==> config.mk <==
export PLATFORM = sky130hd
export DESIGN_NAME = slot_power_wake_control
export DESIGN_NICKNAME = d
export VERILOG_FILES = /design/src/slot_power_pkg.sv /design/src/pin_sync_if.sv /design/src/pin_sync.sv /design/src/slot_power_wake_control.sv
export VERILOG_INCLUDE_DIRS = /design/src
export SDC_FILE = /design/constraint.sdc
export NUM_CORES = 1
export LEC_CHECK = 0
export BUFFER_PORTS_ARGS = -buffer_cell sky130_fd_sc_hd__buf_2
export CORE_MARGIN = 2
export CORE_UTILIZATION = 55
export CTS_CLUSTER_SIZE = 28
export DETAILED_ROUTE_END_ITERATION = 7
export MAX_ROUTING_LAYER = met4
export PLACE_DENSITY = 0.86
export SLEW_MARGIN = 10
export SYNTH_ARGS = -nofsm -noshare
export SYNTH_HDL_FRONTEND = slang
export SYNTH_HIERARCHICAL = 1
export SYNTH_SLANG_ARGS = --single-unit
==> constraint.sdc <==
create_clock -name ref_clk -period 8.55 [get_ports ref_clk]
set_input_delay 0.4275 -clock ref_clk [delete_from_list [all_inputs] [get_ports ref_clk]]
set_output_delay 0.4275 -clock ref_clk [all_outputs]
set_load 0.01 [all_outputs]
==> src/slot_power_consts.svh <==
// Offsets, field positions, reset values and timing counts of the slot power block.
`ifndef SLOT_POWER_CONSTS_SVH
`define SLOT_POWER_CONSTS_SVH

`define ADDR_W               8
`define OFS_CTRL             8'h00
`define OFS_INT_STATUS       8'h04
`define OFS_INT_CLEAR        8'h08
`define OFS_INT_ENABLE       8'h0c

`define POS_AUX              0
`define POS_W2B              1
`define POS_WSEL             2
`define POS_RSVD_LO          3
`define POS_RSVD_HI          9
`define POS_OVRD_LO          10
`define POS_OVRD_HI          11
`define POS_VAL_LO           12
`define POS_VAL_HI           19
`define POS_SCALE_LO         20
`define POS_SCALE_HI         21

`define RST_OVRD             2'h0
`define RST_VAL              8'h00
`define RST_SCALE            2'h0
`define RST_WSEL             1'h0
`define RST_W2B              1'h0
`define RST_INT              4'h0

`define EV_EXCESS            0
`define EV_EXT_WAKE          1
`define EV_BEACON            2
`define EV_LOADED            3
`define EV_COUNT             4

`define CLK_MHZ              250
`define WAKE_HOLD_NS         1000
`define WAKE_HOLD_CYC        ((`WAKE_HOLD_NS * `CLK_MHZ + 999) / 1000)

`endif

==> src/slot_power_pkg.sv <==
// Types shared by the slot power and wake block.
package slot_power_pkg;

  typedef enum logic [1:0] {
    ovrd_ignore,
    ovrd_pin,
    ovrd_pin_ur,
    ovrd_reserved
  } override_t;

  typedef enum logic {
    wake_by_beacon,
    wake_by_pin
  } wake_mode_t;

  typedef enum {
    st_load_wait,
    st_run
  } load_state_t;

endpackage : slot_power_pkg

==> src/pin_sync_if.sv <==
// Bundle between a pin synchroniser and the logic that uses its clean levels.
`timescale 1ns/1ns
interface pin_sync_if #(parameter int WIDTH = 4);
  logic [WIDTH-1:0] raw;
  logic [WIDTH-1:0] clean;
  modport sync (input raw, output clean);
  modport user (output raw, input clean);
endinterface : pin_sync_if

==> src/pin_sync.sv <==
// Three-stage pin synchroniser that accepts a change once stages two and three agree.
`timescale 1ns/1ns
module pin_sync #(
  parameter int            WIDTH     = 4,
  parameter logic [31:0]   RST_VALUE = 32'h00000000
) (
  // Clock and reset
  input  wire logic        ref_clk,
  input  wire logic        reset_n,
  // Pins in, clean levels out
  pin_sync_if.sync         pins
);

  logic [WIDTH-1:0] meta_reg;
  logic [WIDTH-1:0] mid_reg;
  logic [WIDTH-1:0] late_reg;
  logic [WIDTH-1:0] clean_reg;

  // The first stage feeds only the second; nothing else looks at it.
  always_ff @(posedge ref_clk or negedge reset_n) begin
    if (!reset_n) begin
      meta_reg  <= RST_VALUE[WIDTH-1:0];
      mid_reg   <= RST_VALUE[WIDTH-1:0];
      late_reg  <= RST_VALUE[WIDTH-1:0];
    end else begin
      meta_reg  <= pins.raw;
      mid_reg   <= meta_reg;
      late_reg  <= mid_reg;
    end
  end

  always_ff @(posedge ref_clk or negedge reset_n) begin
    if (!reset_n) begin
      clean_reg <= RST_VALUE[WIDTH-1:0];
    end else begin
      for (int i = 0; i < WIDTH; i++) begin
        if (mid_reg[i] == late_reg[i]) begin
          clean_reg[i] <= late_reg[i];
        end
      end
    end
  end

  assign pins.clean = clean_reg;

endmodule : pin_sync

==> src/slot_power_wake_control.sv <==
// Slot power limit override, wake signalling and aux power report of a switch control register.
//
// Added by the designer: the plain strobed port and the register addresses.
`timescale 1ns/1ns
`include "slot_power_consts.svh"
module slot_power_wake_control #(
  parameter int NUM_PORTS = 4
) (
  // Clock and reset
  input  wire logic                 ref_clk,
  input  wire logic                 reset_n,
  // Reset pins from the board
  input  wire logic                 perst_n,
  input  wire logic                 global_reset_n,
  // Register port
  input  wire logic [`ADDR_W-1:0]   reg_addr,
  input  wire logic [31:0]          reg_wdata,
  input  wire logic                 reg_write,
  input  wire logic                 reg_read,
  output logic      [31:0]          reg_rdata,
  // EEPROM loader
  input  wire logic                 eeprom_present,
  input  wire logic                 eeprom_load,
  input  wire logic [21:0]          eeprom_data,
  // Hardware update of the wake bits
  input  wire logic                 hw_wake_update,
  input  wire logic                 hw_wake_signal_select,
  input  wire logic                 hw_wake_pin_to_beacon_enable,
  // Received slot power limit message
  input  wire logic                 slot_limit_valid,
  input  wire logic [7:0]           slot_limit_value,
  input  wire logic [1:0]           slot_limit_scale,
  // Request classification and completion
  input  wire logic                 req_valid,
  input  wire logic                 req_is_config,
  input  wire logic                 req_is_slot_limit,
  output logic                      req_done,
  output logic                      req_unsupported,
  // Wake events and beacon
  input  wire logic                 wake_event,
  output logic                      beacon_request,
  // Open-drain wake pin, active low
  input  wire logic                 wake_pin_n_i,
  output logic                      wake_pin_n_o,
  output logic                      wake_pin_n_oe,
  // Over-power pin and aux power
  output logic                      over_power_indication_pin,
  input  wire logic                 aux_power_detect,
  output logic [NUM_PORTS-1:0]      aux_power_detected,
  // Interrupt
  output logic                      irq
);

  localparam int          HOLD_CYC = (`WAKE_HOLD_CYC < 1) ? 1 : `WAKE_HOLD_CYC;
  localparam logic [31:0] SYNC_RST = 32'h0000000b;

  // Synchronised pins: 0 perst_n, 1 global_reset_n, 2 aux detect, 3 wake pin.
  pin_sync_if #(.WIDTH(4)) pins_if ();

  assign pins_if.raw = {wake_pin_n_i, aux_power_detect, global_reset_n, perst_n};

  pin_sync #(
    .WIDTH     (4),
    .RST_VALUE (SYNC_RST)
  ) u_pin_sync (
    .ref_clk (ref_clk),
    .reset_n (reset_n),
    .pins    (pins_if)
  );

  logic perst_n_s;
  logic global_reset_n_s;
  logic aux_s;
  logic wake_pin_n_s;

  assign perst_n_s        = pins_if.clean[0];
  assign global_reset_n_s = pins_if.clean[1];
  assign aux_s            = pins_if.clean[2];
  assign wake_pin_n_s     = pins_if.clean[3];

  // Control fields.
  logic [1:0]                 power_override_action_reg;
  logic [7:0]                 min_power_value_reg;
  logic [1:0]                 min_power_scale_reg;
  logic                       wake_signal_select_reg;
  logic                       wake_pin_to_beacon_enable_reg;
  logic                       aux_power_present_reg;
  slot_power_pkg::load_state_t load_state_reg;
  logic                       eeprom_seen_reg;

  logic wr_ctrl;
  logic run;
  logic load_now;

  assign wr_ctrl  = reg_write && (reg_addr == `OFS_CTRL) && run;
  assign run      = (load_state_reg == slot_power_pkg::st_run);
  assign load_now = (load_state_reg == slot_power_pkg::st_load_wait) && eeprom_load;

  // Until the strap is sampled an EEPROM is assumed, so the block never runs early.
  always_ff @(posedge ref_clk or negedge reset_n) begin
    if (!reset_n) begin
      eeprom_seen_reg <= 1'b1;
    end else begin
      eeprom_seen_reg <= eeprom_present;
    end
  end

  // Loading waits for the EEPROM after every reset; without one the block runs at once.
  always_ff @(posedge ref_clk or negedge reset_n) begin
    if (!reset_n) begin
      load_state_reg <= slot_power_pkg::st_load_wait;
    end else begin
      case (load_state_reg)
        slot_power_pkg::st_load_wait: begin
          if ((eeprom_load || !eeprom_seen_reg) && perst_n_s && global_reset_n_s) begin
            load_state_reg <= slot_power_pkg::st_run;
          end
        end
        slot_power_pkg::st_run: begin
          if (!perst_n_s || !global_reset_n_s) begin
            load_state_reg <= slot_power_pkg::st_load_wait;
          end
        end
        default: begin
          load_state_reg <= slot_power_pkg::st_load_wait;
        end
      endcase
    end
  end

  // Power fields follow the fundamental reset pin.
  always_ff @(posedge ref_clk or negedge reset_n) begin
    if (!reset_n) begin
      power_override_action_reg <= `RST_OVRD;
      min_power_value_reg       <= `RST_VAL;
      min_power_scale_reg       <= `RST_SCALE;
    end else if (!perst_n_s) begin
      power_override_action_reg <= `RST_OVRD;
      min_power_value_reg       <= `RST_VAL;
      min_power_scale_reg       <= `RST_SCALE;
    end else if (load_now && eeprom_seen_reg) begin
      power_override_action_reg <= eeprom_data[`POS_OVRD_HI:`POS_OVRD_LO];
      min_power_value_reg       <= eeprom_data[`POS_VAL_HI:`POS_VAL_LO];
      min_power_scale_reg       <= eeprom_data[`POS_SCALE_HI:`POS_SCALE_LO];
    end else if (wr_ctrl) begin
      power_override_action_reg <= reg_wdata[`POS_OVRD_HI:`POS_OVRD_LO];
      min_power_value_reg       <= reg_wdata[`POS_VAL_HI:`POS_VAL_LO];
      min_power_scale_reg       <= reg_wdata[`POS_SCALE_HI:`POS_SCALE_LO];
    end
  end

  // Wake fields follow the global reset pin; hardware updates win over software writes.
  always_ff @(posedge ref_clk or negedge reset_n) begin
    if (!reset_n) begin
      wake_signal_select_reg        <= `RST_WSEL;
      wake_pin_to_beacon_enable_reg <= `RST_W2B;
    end else if (!global_reset_n_s) begin
      wake_signal_select_reg        <= `RST_WSEL;
      wake_pin_to_beacon_enable_reg <= `RST_W2B;
    end else if (load_now && eeprom_seen_reg) begin
      wake_signal_select_reg        <= eeprom_data[`POS_WSEL];
      wake_pin_to_beacon_enable_reg <= eeprom_data[`POS_W2B];
    end else if (hw_wake_update) begin
      wake_signal_select_reg        <= hw_wake_signal_select;
      wake_pin_to_beacon_enable_reg <= hw_wake_pin_to_beacon_enable;
    end else if (wr_ctrl) begin
      wake_signal_select_reg        <= reg_wdata[`POS_WSEL];
      wake_pin_to_beacon_enable_reg <= reg_wdata[`POS_W2B];
    end
  end

  // Aux presence is live apart from the synchroniser delay and one further register stage.
  always_ff @(posedge ref_clk or negedge reset_n) begin
    if (!reset_n) begin
      aux_power_present_reg <= 1'b0;
      aux_power_detected    <= '0;
    end else begin
      aux_power_present_reg <= aux_s;
      aux_power_detected    <= {NUM_PORTS{aux_s}};
    end
  end

  // Both figures are in milliwatt units: scale 00 is x1000 down to 11 at x1.
  function automatic logic [17:0] scaled_mw(input logic [7:0] value, input logic [1:0] scale);
    logic [9:0] factor;
    factor = 10'h000;
    case (scale)
      2'h0:    factor = 10'h3e8;
      2'h1:    factor = 10'h064;
      2'h2:    factor = 10'h00a;
      default: factor = 10'h001;
    endcase
    scaled_mw = 18'(value) * 18'(factor);
  endfunction : scaled_mw

  logic [17:0] min_mw;
  logic [17:0] limit_mw;
  logic        over_limit_reg;
  logic        excess;

  assign min_mw   = scaled_mw(min_power_value_reg, min_power_scale_reg);
  assign limit_mw = scaled_mw(slot_limit_value, slot_limit_scale);
  assign excess   = over_limit_reg && (min_power_value_reg != 8'h00);

  // The last message decides; a later message within limits withdraws the override.
  always_ff @(posedge ref_clk or negedge reset_n) begin
    if (!reset_n) begin
      over_limit_reg <= 1'b0;
    end else if (!perst_n_s) begin
      over_limit_reg <= 1'b0;
    end else if (slot_limit_valid && run) begin
      over_limit_reg <= (min_power_value_reg != 8'h00) && (limit_mw > min_mw);
    end
  end

  slot_power_pkg::override_t action;
  logic                      drive_over_power;
  logic                      ur_mode;

  assign action           = slot_power_pkg::override_t'(power_override_action_reg);
  assign drive_over_power = excess && ((action == slot_power_pkg::ovrd_pin) ||
                                       (action == slot_power_pkg::ovrd_pin_ur));
  assign ur_mode          = excess && (action == slot_power_pkg::ovrd_pin_ur);

  always_ff @(posedge ref_clk or negedge reset_n) begin
    if (!reset_n) begin
      over_power_indication_pin <= 1'b0;
    end else begin
      over_power_indication_pin <= drive_over_power;
    end
  end

  // Each request gets its verdict one cycle after it is offered.
  always_ff @(posedge ref_clk or negedge reset_n) begin
    if (!reset_n) begin
      req_done        <= 1'b0;
      req_unsupported <= 1'b0;
    end else begin
      req_done        <= req_valid;
      req_unsupported <= req_valid && ur_mode && !req_is_config && !req_is_slot_limit;
    end
  end

  // Wake signalling.
  slot_power_pkg::wake_mode_t wake_mode;
  logic                       wake_pin_n_s_d;
  logic                       ext_wake;
  logic [15:0]                hold_cnt_reg;

  assign wake_mode = slot_power_pkg::wake_mode_t'(wake_signal_select_reg);

  // Our own drive would look like an external event, so edges are ignored while driving.
  assign ext_wake = wake_pin_n_s_d && !wake_pin_n_s && !wake_pin_n_oe;

  always_ff @(posedge ref_clk or negedge reset_n) begin
    if (!reset_n) begin
      wake_pin_n_s_d <= 1'b1;
    end else begin
      wake_pin_n_s_d <= wake_pin_n_s;
    end
  end

  always_ff @(posedge ref_clk or negedge reset_n) begin
    if (!reset_n) begin
      hold_cnt_reg  <= 16'h0000;
      wake_pin_n_oe <= 1'b0;
    end else if (wake_event && run && (wake_mode == slot_power_pkg::wake_by_pin)) begin
      hold_cnt_reg  <= 16'(HOLD_CYC - 1);
      wake_pin_n_oe <= 1'b1;
    end else if (hold_cnt_reg != 16'h0000) begin
      hold_cnt_reg  <= hold_cnt_reg - 16'h0001;
    end else begin
      wake_pin_n_oe <= 1'b0;
    end
  end

  always_ff @(posedge ref_clk or negedge reset_n) begin
    if (!reset_n) begin
      wake_pin_n_o <= 1'b1;
    end else begin
      wake_pin_n_o <= 1'b0;
    end
  end

  logic beacon_next;

  assign beacon_next = run && (wake_mode == slot_power_pkg::wake_by_beacon) &&
                       (wake_event ||
                        (ext_wake && wake_pin_to_beacon_enable_reg));

  always_ff @(posedge ref_clk or negedge reset_n) begin
    if (!reset_n) begin
      beacon_request <= 1'b0;
    end else begin
      beacon_request <= beacon_next;
    end
  end

  // Interrupt status: hardware sets win over a clear in the same cycle.
  logic [`EV_COUNT-1:0] int_status_reg;
  logic [`EV_COUNT-1:0] int_enable_reg;
  logic [`EV_COUNT-1:0] events;
  logic [`EV_COUNT-1:0] clear_mask;
  logic                 excess_d;

  always_ff @(posedge ref_clk or negedge reset_n) begin
    if (!reset_n) begin
      excess_d <= 1'b0;
    end else begin
      excess_d <= excess;
    end
  end

  assign events[`EV_EXCESS]   = excess && !excess_d;
  assign events[`EV_EXT_WAKE] = ext_wake;
  assign events[`EV_BEACON]   = beacon_next;
  assign events[`EV_LOADED]   = load_now;
  assign clear_mask = (reg_write && (reg_addr == `OFS_INT_CLEAR)) ? reg_wdata[`EV_COUNT-1:0] : '0;

  always_ff @(posedge ref_clk or negedge reset_n) begin
    if (!reset_n) begin
      int_status_reg <= `RST_INT;
    end else begin
      int_status_reg <= (int_status_reg & ~clear_mask) | events;
    end
  end

  always_ff @(posedge ref_clk or negedge reset_n) begin
    if (!reset_n) begin
      int_enable_reg <= `RST_INT;
    end else if (reg_write && (reg_addr == `OFS_INT_ENABLE)) begin
      int_enable_reg <= reg_wdata[`EV_COUNT-1:0];
    end
  end

  always_ff @(posedge ref_clk or negedge reset_n) begin
    if (!reset_n) begin
      irq <= 1'b0;
    end else begin
      irq <= |(((int_status_reg & ~clear_mask) | events) & int_enable_reg);
    end
  end

  // Register reads; data stands only in the cycle after the strobe.
  logic [31:0] ctrl_view;

  always_comb begin
    ctrl_view                                = 32'h00000000;
    ctrl_view[`POS_SCALE_HI:`POS_SCALE_LO]   = min_power_scale_reg;
    ctrl_view[`POS_VAL_HI:`POS_VAL_LO]       = min_power_value_reg;
    ctrl_view[`POS_OVRD_HI:`POS_OVRD_LO]     = power_override_action_reg;
    ctrl_view[`POS_RSVD_HI:`POS_RSVD_LO]     = 7'h00;
    ctrl_view[`POS_WSEL]                     = wake_signal_select_reg;
    ctrl_view[`POS_W2B]                      = wake_pin_to_beacon_enable_reg;
    ctrl_view[`POS_AUX]                      = aux_power_present_reg;
  end

  always_ff @(posedge ref_clk or negedge reset_n) begin
    if (!reset_n) begin
      reg_rdata <= 32'h00000000;
    end else if (reg_read) begin
      case (reg_addr)
        `OFS_CTRL:       reg_rdata <= ctrl_view;
        `OFS_INT_STATUS: reg_rdata <= {{(32-`EV_COUNT){1'b0}}, int_status_reg};
        `OFS_INT_ENABLE: reg_rdata <= {{(32-`EV_COUNT){1'b0}}, int_enable_reg};
        default:         reg_rdata <= 32'h00000000;
      endcase
    end else begin
      reg_rdata <= 32'h00000000;
    end
  end

endmodule : slot_power_wake_control

==> impl_metrics.csv, run 1 <==
group,metric,value,unit
yosys,syn_area,8770,µm²
pwr,power,1.74,mW
hold_path,min_from,"global_reset_n",
yosys,synth_edf_count,0,
timing,setup_viol,0,
critical_path,required,8780,ps
cts,postCtsSetupRepairBufs,0,
pwr,p_leak,5.26,nW
yosys,ys_seq_area_share,23.9,%
routing,ant_nets,0,
routing,via_per_inst,5.34,
finish,area.growth.synth_to_final,9.58,%
grt,grt_usage,22.1,%
floorplanning,die_height,130,µm
critical_path,crit_type,"flip-flop to flip-flop",
grt,overflow,0,
critical_path,start_kind,"flip-flop",
pwr,vdd_ir_drop_max,0.197,mV
routing,dr.pass1.iters,5,
floorplanning,coreArea,15700,µm²
timing,fin_skew,11.1,ps
yosys,synth-compound-area-share,9.50,%
cts,holdBufCountCts,0,
placement,io_buffers,92,
cts,cts_max_level,3,
yosys,yosys_warnings,6,
floorplanning,placementRows,46,
finish,multi_input_area,5820,µm²
placement,gp_congestion,0.871,
routing,routed_wirelength,17.6,mm
cts,cts_tree,"yes",
critical_path,r2r-start,"min_power_scale_reg[1]$_DFFE_PN0P_",
yosys,synth_area_per_cell,9.33,µm²
yosys,ys_types,63,
cts,post_cts_resized,0,
floorplanning,dieWidth,130,µm
outcome,status,"complete, no violations",
timing,max_clock_freq,0.150,GHz
cts,clkSlewWorstSetupHoldPaths,70,ps
timing,max-slew-margin-rel,32.1,%
timing,hold_viol,0,
cts,clock_sinks,83,
floorplanning,io_pins,133,
routing,dr_total_vias,6595,
cts,clock_latency,340,ps
timing,rsz0062_at_grt,"no",
critical_path,crit_fanout,20,
floorplanning,initial_utilization,55.8,%
floorplanning,die_area,17000,µm²
placement,place_area,9310,µm²
finish,antenna_cells,0,
routing,drc,0,
yosys,synth_xor_area_share,3.70,%
finish,final_cells,1236,
finish,post-route-util,61.1,%
finish,drive_above_1_share,13.8,%
cts,numCtsBuffers,9,
placement,dpl.hpwl,13.7,mm
run,cap_violations,0,
placement,placed_cells,1220,
yosys,synthCells,940,
hold_path,whs_path_depth,1,
yosys,synthMuxAreaShare,1.33,%
critical_path,ff2ff_path_depth,23,
hold_path,hp-class,"input pin to flip-flop",
finish,regArea,2100,µm²
cts,cts.path.max_buffers,2,
critical_path,rrSetupSlack,1890,ps
yosys,synth_top_family_by_area,"adder cells",
critical_path,worst_ep_arrival_time,6880,ps
timing,tightest_slew,1020,ps
timing,slew_violations,0,
grt,grt_first_pass_wirelength,29.3,mm
finish,fillers,1266,
yosys,yosys.area_share.simple,15.7,%
timing,period_minus_slack,6660,ps
routing,wl_per_cell,14.3,µm
critical_path,end_kind,"flip-flop",
hold_path,hold_end,"u_pin_sync/meta_reg[1]$_DFF_PN1_",
grt,grt_pass1_vias,6596,
critical_path,r2r-end,"over_limit_reg$_DFFE_PN0P_",
yosys,synth_ff_type,"dfrtp_1",
yosys,synth_seq_cells,83,
routing,drtIter0Drc,389,
yosys,synth_fa_ha_area_share,35.3,%
finish,finish.net_count,1301,
pwr,p_per_area,181,nW/µm²
timing,fin_crit_sh,77.9,%
grt,antenna_found_initial,0,
yosys,postSynth.asyncResetShare,100,%
timing,fin_setup_tns,0,ps
cts,cts_root_buf,"clkbuf_16",
finish,fin_area,9610,µm²
grt,grt_max_degree,84,
cells in the mapped netlist (4+ instances only):
cell | n | area [µm²]
nor2_1 | 48 | 180
fa_1 | 80 | 1600
nand3_1 | 12 | 60.1
nand2_1 | 75 | 282
o21ai_0 | 16 | 80.1
nand4_1 | 10 | 62.6
nor2b_1 | 25 | 156
dfrtp_1 | 68 | 1700
mux2_2 | 5 | 56.3
nand2b_1 | 8 | 50.1
and2_1 | 38 | 238
mux2i_1 | 6 | 60.1
inv_1 | 178 | 668
xnor2_1 | 21 | 184
xor2_1 | 16 | 140
nor3_1 | 15 | 75.1
a21o_1 | 16 | 120
and3_1 | 15 | 93.8
maj3_2 | 4 | 45.0
o21bai_1 | 5 | 37.5
clkbuf_1 | 22 | 82.6
dfstp_2 | 15 | 394
nor4_1 | 8 | 50.1
nor3b_1 | 5 | 37.5
a211oi_1 | 7 | 52.6
buf_4 | 20 | 150
a311oi_1 | 12 | 105
a21oi_1 | 22 | 110
ha_1 | 116 | 1450
cell families after synthesis:
| family | after synthesis |
|---|---|
| muxes | 11 |
| DFF | 83 |
| buffers and inverters | 222 |
| adders and majority gates | 200 |
| and+or+nand+nor | 270 |
| xor gates and xnor gates | 37 |
| other | 1 |
| AOI/OAI and AO/OA | 116 |
layer usage:
metal  global-route usage (%)  vias to the layer above  share of wire [%]
met2                     38.5                      158                 53
met3                     2.50                       43                3.3
met1                     27.0                     3223                 41
met4                     7.27                        0                2.4
li1                         -                     3171                  -
met5                        -                        -                  0
placed cells by master, fill, tap and decap left out, types with 6 or more instances in the layout:
cell type / netlist / final
nor3_1: 15 / 15
ha_1: 116 / 116
dfrtp_1: 68 / 68
nand3_1: 12 / 12
nand4_1: 10 / 10
nor2_1: 48 / 48
nand2_1: 75 / 75
fa_1: 80 / 80
mux2i_1: 6 / 6
buf_2: 0 / 91
nor2b_1: 25 / 25
inv_1: 178 / 178
nand2b_1: 8 / 8
a311oi_1: 12 / 12
xor2_1: 16 / 16
xnor2_1: 21 / 21
o21ai_0: 16 / 16
a211oi_1: 7 / 7
clkbuf_16: 0 / 9
dfstp_2: 15 / 15
and3_1: 15 / 15
nor4_1: 8 / 8
conb_1: 1 / 17
a21o_1: 16 / 16
and2_1: 38 / 38
a21oi_1: 22 / 22
critical path: stages (launching register included):
cell,delay [ps]
dfrtp_1,720
inv_1,410
nand2_1,220
inv_1,90
and2_1,170
fa_1,500
fa_1,530
fa_1,540
inv_1,60
fa_1,540
inv_1,40
ha_1,320
o21ai_0,160
nand2b_1,110
a31o_2,290
a311o_1,350
a21oi_1,170
xor2_1,170
ha_1,260
a21o_1,150
a21o_1,170
a21oi_1,160
o221ai_1,170
a32o_1,270
metrics by stage:
step	setup slack, ps	hold WS, ps
finish	1890	182
global route	1450	171
CTS	1880	177
global placement	2030	339
detailed placement	1910	337
floorplan	2770	132
power by group:
part	switching [mW]	internal, mW	leakage [nW]
logic	0.478	0.365	4.09
clock network	0.161	0.228	0.144
registers	0.0583	0.446	1.02
cell type report:
cell class	instances	area share [%]
Multi-Input combinational cell	651	60.5
Sequential cell	83	21.8
Inverter	178	6.95
Timing Repair Buffer	92	4.82
Tap cell	216	2.81
Clock buffer	11	2.42
Clock inverter	5	0.638
worst max path at each step:
stage	startpoint	slack (ps)	endpoint
after floorplan	slot_limit_scale[1]	2770	over_limit_reg$_DFFE_PN0P_
after global placement	min_power_scale_reg[1]$_DFFE_PN0P_	2030	over_limit_reg$_DFFE_PN0P_
after detailed placement	min_power_scale_reg[1]$_DFFE_PN0P_	1910	over_limit_reg$_DFFE_PN0P_
after CTS	min_power_scale_reg[1]$_DFFE_PN0P_	1880	over_limit_reg$_DFFE_PN0P_
after global routing	min_power_scale_reg[1]$_DFFE_PN0P_	1450	over_limit_reg$_DFFE_PN0P_
final	min_power_scale_reg[1]$_DFFE_PN0P_	1890	over_limit_reg$_DFFE_PN0P_
No activity file was read; power rests on OpenSTA's default activity.
==> run 2: changes to the inputs <==
--- a/config.mk
+++ b/config.mk
@@ -8,11 +8,11 @@
 export LEC_CHECK = 0
 export BUFFER_PORTS_ARGS = -buffer_cell sky130_fd_sc_hd__buf_2
 export CORE_MARGIN = 2
-export CORE_UTILIZATION = 55
+export CORE_UTILIZATION = 53
 export CTS_CLUSTER_SIZE = 28
 export DETAILED_ROUTE_END_ITERATION = 7
 export MAX_ROUTING_LAYER = met4
-export PLACE_DENSITY = 0.86
+export PLACE_DENSITY = 0.87
 export SLEW_MARGIN = 10
 export SYNTH_ARGS = -nofsm -noshare
 export SYNTH_HDL_FRONTEND = slang
==> constraint.sdc (replaced) <==
create_clock -name ref_clk -period 5.68 [get_ports ref_clk]
set_input_delay 0.284 -clock ref_clk [delete_from_list [all_inputs] [get_ports ref_clk]]
set_output_delay 0.284 -clock ref_clk [all_outputs]
set_load 0.01 [all_outputs]
==> impl_metrics.csv, run 2 (synthesized netlist as in run 1, its figures left out) <==
group,metric,value,unit
cts,cts_tree,"yes",
critical_path,slowest_stage,"fa_2",
grt,grt_first_pass_wirelength,31.9,mm
floorplanning,initial_utilization,53.6,%
timing,max_clock_freq,0.175,GHz
critical_path,slowest_delay,530,ps
cts,cts.path.max_buffers,2,
timing,fin_setup_tns,-48.8,ps
floorplanning,die_area,17600,µm²
cts,numCtsBuffers,9,
routing,drtIter0Drc,583,
cts,cts_max_level,3,
critical_path,crit_fanout,7,
grt,grt_usage,22.6,%
pwr,p_int,1.82,mW
routing,dr_total_vias,7201,
placement,io_buffers,92,
floorplanning,dieWidth,133,µm
routing,dr.pass1.iters,5,
routing,via_per_inst,5.41,
routing,drc,0,
pwr,power_frac_comb,57.0,%
grt,grt_pass1_vias,7268,
cts,clock_sinks,83,
cts,clkSlewWorstSetupHoldPaths,70,ps
pwr,vdd_ir_drop_max,0.251,mV
grt,grt_max_degree,84,
timing,rsz0062_at_grt,"yes",
routing,ant_nets,0,
floorplanning,placementRows,47,
timing,setup_viol,1,
timing,max-slew-margin-rel,32.9,%
pwr,clkPwrFrac,18.5,%
finish,finish.net_count,1393,
finish,final_common_cell,"inv_1",
timing,fin_ws,-48.8,ps
timing,period_minus_slack,5730,ps
floorplanning,coreArea,16300,µm²
finish,final_cells,1332,
placement,place_area,9900,µm²
timing,tightest_slew,1010,ps
finish,fin_area,10700,µm²
grt,overflow,0,
timing,fin_crit_sh,101,%
critical_path,worst_ep_arrival_time,5950,ps
pwr,p_sw,1.25,mW
finish,area.growth.synth_to_final,21.5,%
critical_path,required,5910,ps
routing,routed_wirelength,20.5,mm
floorplanning,io_pins,133,
pwr,power,3.07,mW
critical_path,end_kind,"flip-flop",
outcome,status,"complete, but fails checks",
pwr,p_leak,5.74,nW
pwr,sequentialPowerShare,24.5,%
floorplanning,die_height,133,µm
placement,placed_cells,1302,
cts,clock_latency,340,ps
finish,mostFrequentLayoutCells,"inv_1, ha_1, buf_2",
pwr,p_per_area,288,nW/µm²
placement,dpl.hpwl,14.5,mm
grt,antenna_found_initial,0,
hold_path,hp-class,"input pin to flip-flop",
critical_path,start_kind,"flip-flop",
finish,post-route-util,65.2,%
cts,cts_root_buf,"clkbuf_16",
critical_path,crit_chain,"buf_6 -> nor2b_4 -> nand2_2 -> fa_1 -> fa_1 -> inv_2 -> fa_1 -> inv_2 -> fa_2 -> inv_2 -> ha_4 -> nor3_4 -> o21ai_2 -> a31o_2 -> a311o_1 -> a21oi_2 -> xor2_1 -> ha_1 -> nand4_1 -> or2_4 -> nor3_2 -> a31oi_1 -> a32o_2",
timing,whs,40.2,ps
timing,slew_violations,0,
outcome,violations,"setup timing",
finish,antenna_cells,0,
critical_path,crit_type,"flip-flop to flip-flop",
placement,place_ws,-215,ps
routing,wl_per_cell,15.4,µm
run,cap_violations,0,
critical_path,critPathBufInv,4,
finish,drive_above_1_share,27.6,%
timing,fin_skew,6.05,ps
timing,hold_viol,0,
critical_path,critical_path.top_delay_family,"adder cells",
pwr,switching_share,40.7,%
placement,gp_congestion,0.910,
run 2: area by class of cell:
cell class,count,area (µm²)
Inverter,178,668
Clock buffer,9,225
Fill cell,1179,5700
Sequential cell,83,2100
Timing Repair Buffer,184,1170
Multi-Input combinational cell,651,6140
Tap cell,220,275
Clock inverter,7,70.1
run 2: what timing repair did:
item / CTS / global route
resized for setup: 24 / 73
endpoints found under the setup margin: 1 / 1
hold buffers: 0 / 0
buffers inserted: 5 / 10
pin swaps: 7 / 60
run 2: path summary, 6_finish.rpt:
check,to,start,cells past startpoint,slack [ps]
worst min register to register,u_pin_sync/mid_reg[2]$_DFF_PN0_,u_pin_sync/meta_reg[2]$_DFF_PN0_,0,350
worst min-delay path,u_pin_sync/meta_reg[3]$_DFF_PN1_,wake_pin_n_i,1,40
worst max-delay path,over_limit_reg$_DFFE_PN0P_,min_power_scale_reg[0]$_DFFE_PN0P_,23,-50
min in group asynchronous,u_pin_sync/meta_reg[2]$_DFF_PN0_,reset_n,1,120
worst max register to register,over_limit_reg$_DFFE_PN0P_,min_power_scale_reg[0]$_DFFE_PN0P_,23,-50
max in group asynchronous,min_power_scale_reg[0]$_DFFE_PN0P_,reset_n,1,4850
run 2: layer usage:
layer  track usage (%)  routed length, µm  vias up
li1                  -                  -     3369
met1              26.6               7970     3514
met2              40.7              10900      233
met3              2.53                819       85
met4              6.51                739        0
met5                 -                  0        -
run 2: power groups by stage:
stage | clock network (mW) | registers, mW | logic, mW
floorplan | 0 | 0.735 | 1.01
global placement | 0 | 0.748 | 1.39
CTS | 0.571 | 0.747 | 1.53
global route | 0.597 | 0.762 | 1.95
finish | 0.566 | 0.752 | 1.75
detailed placement | 0 | 0.754 | 1.47
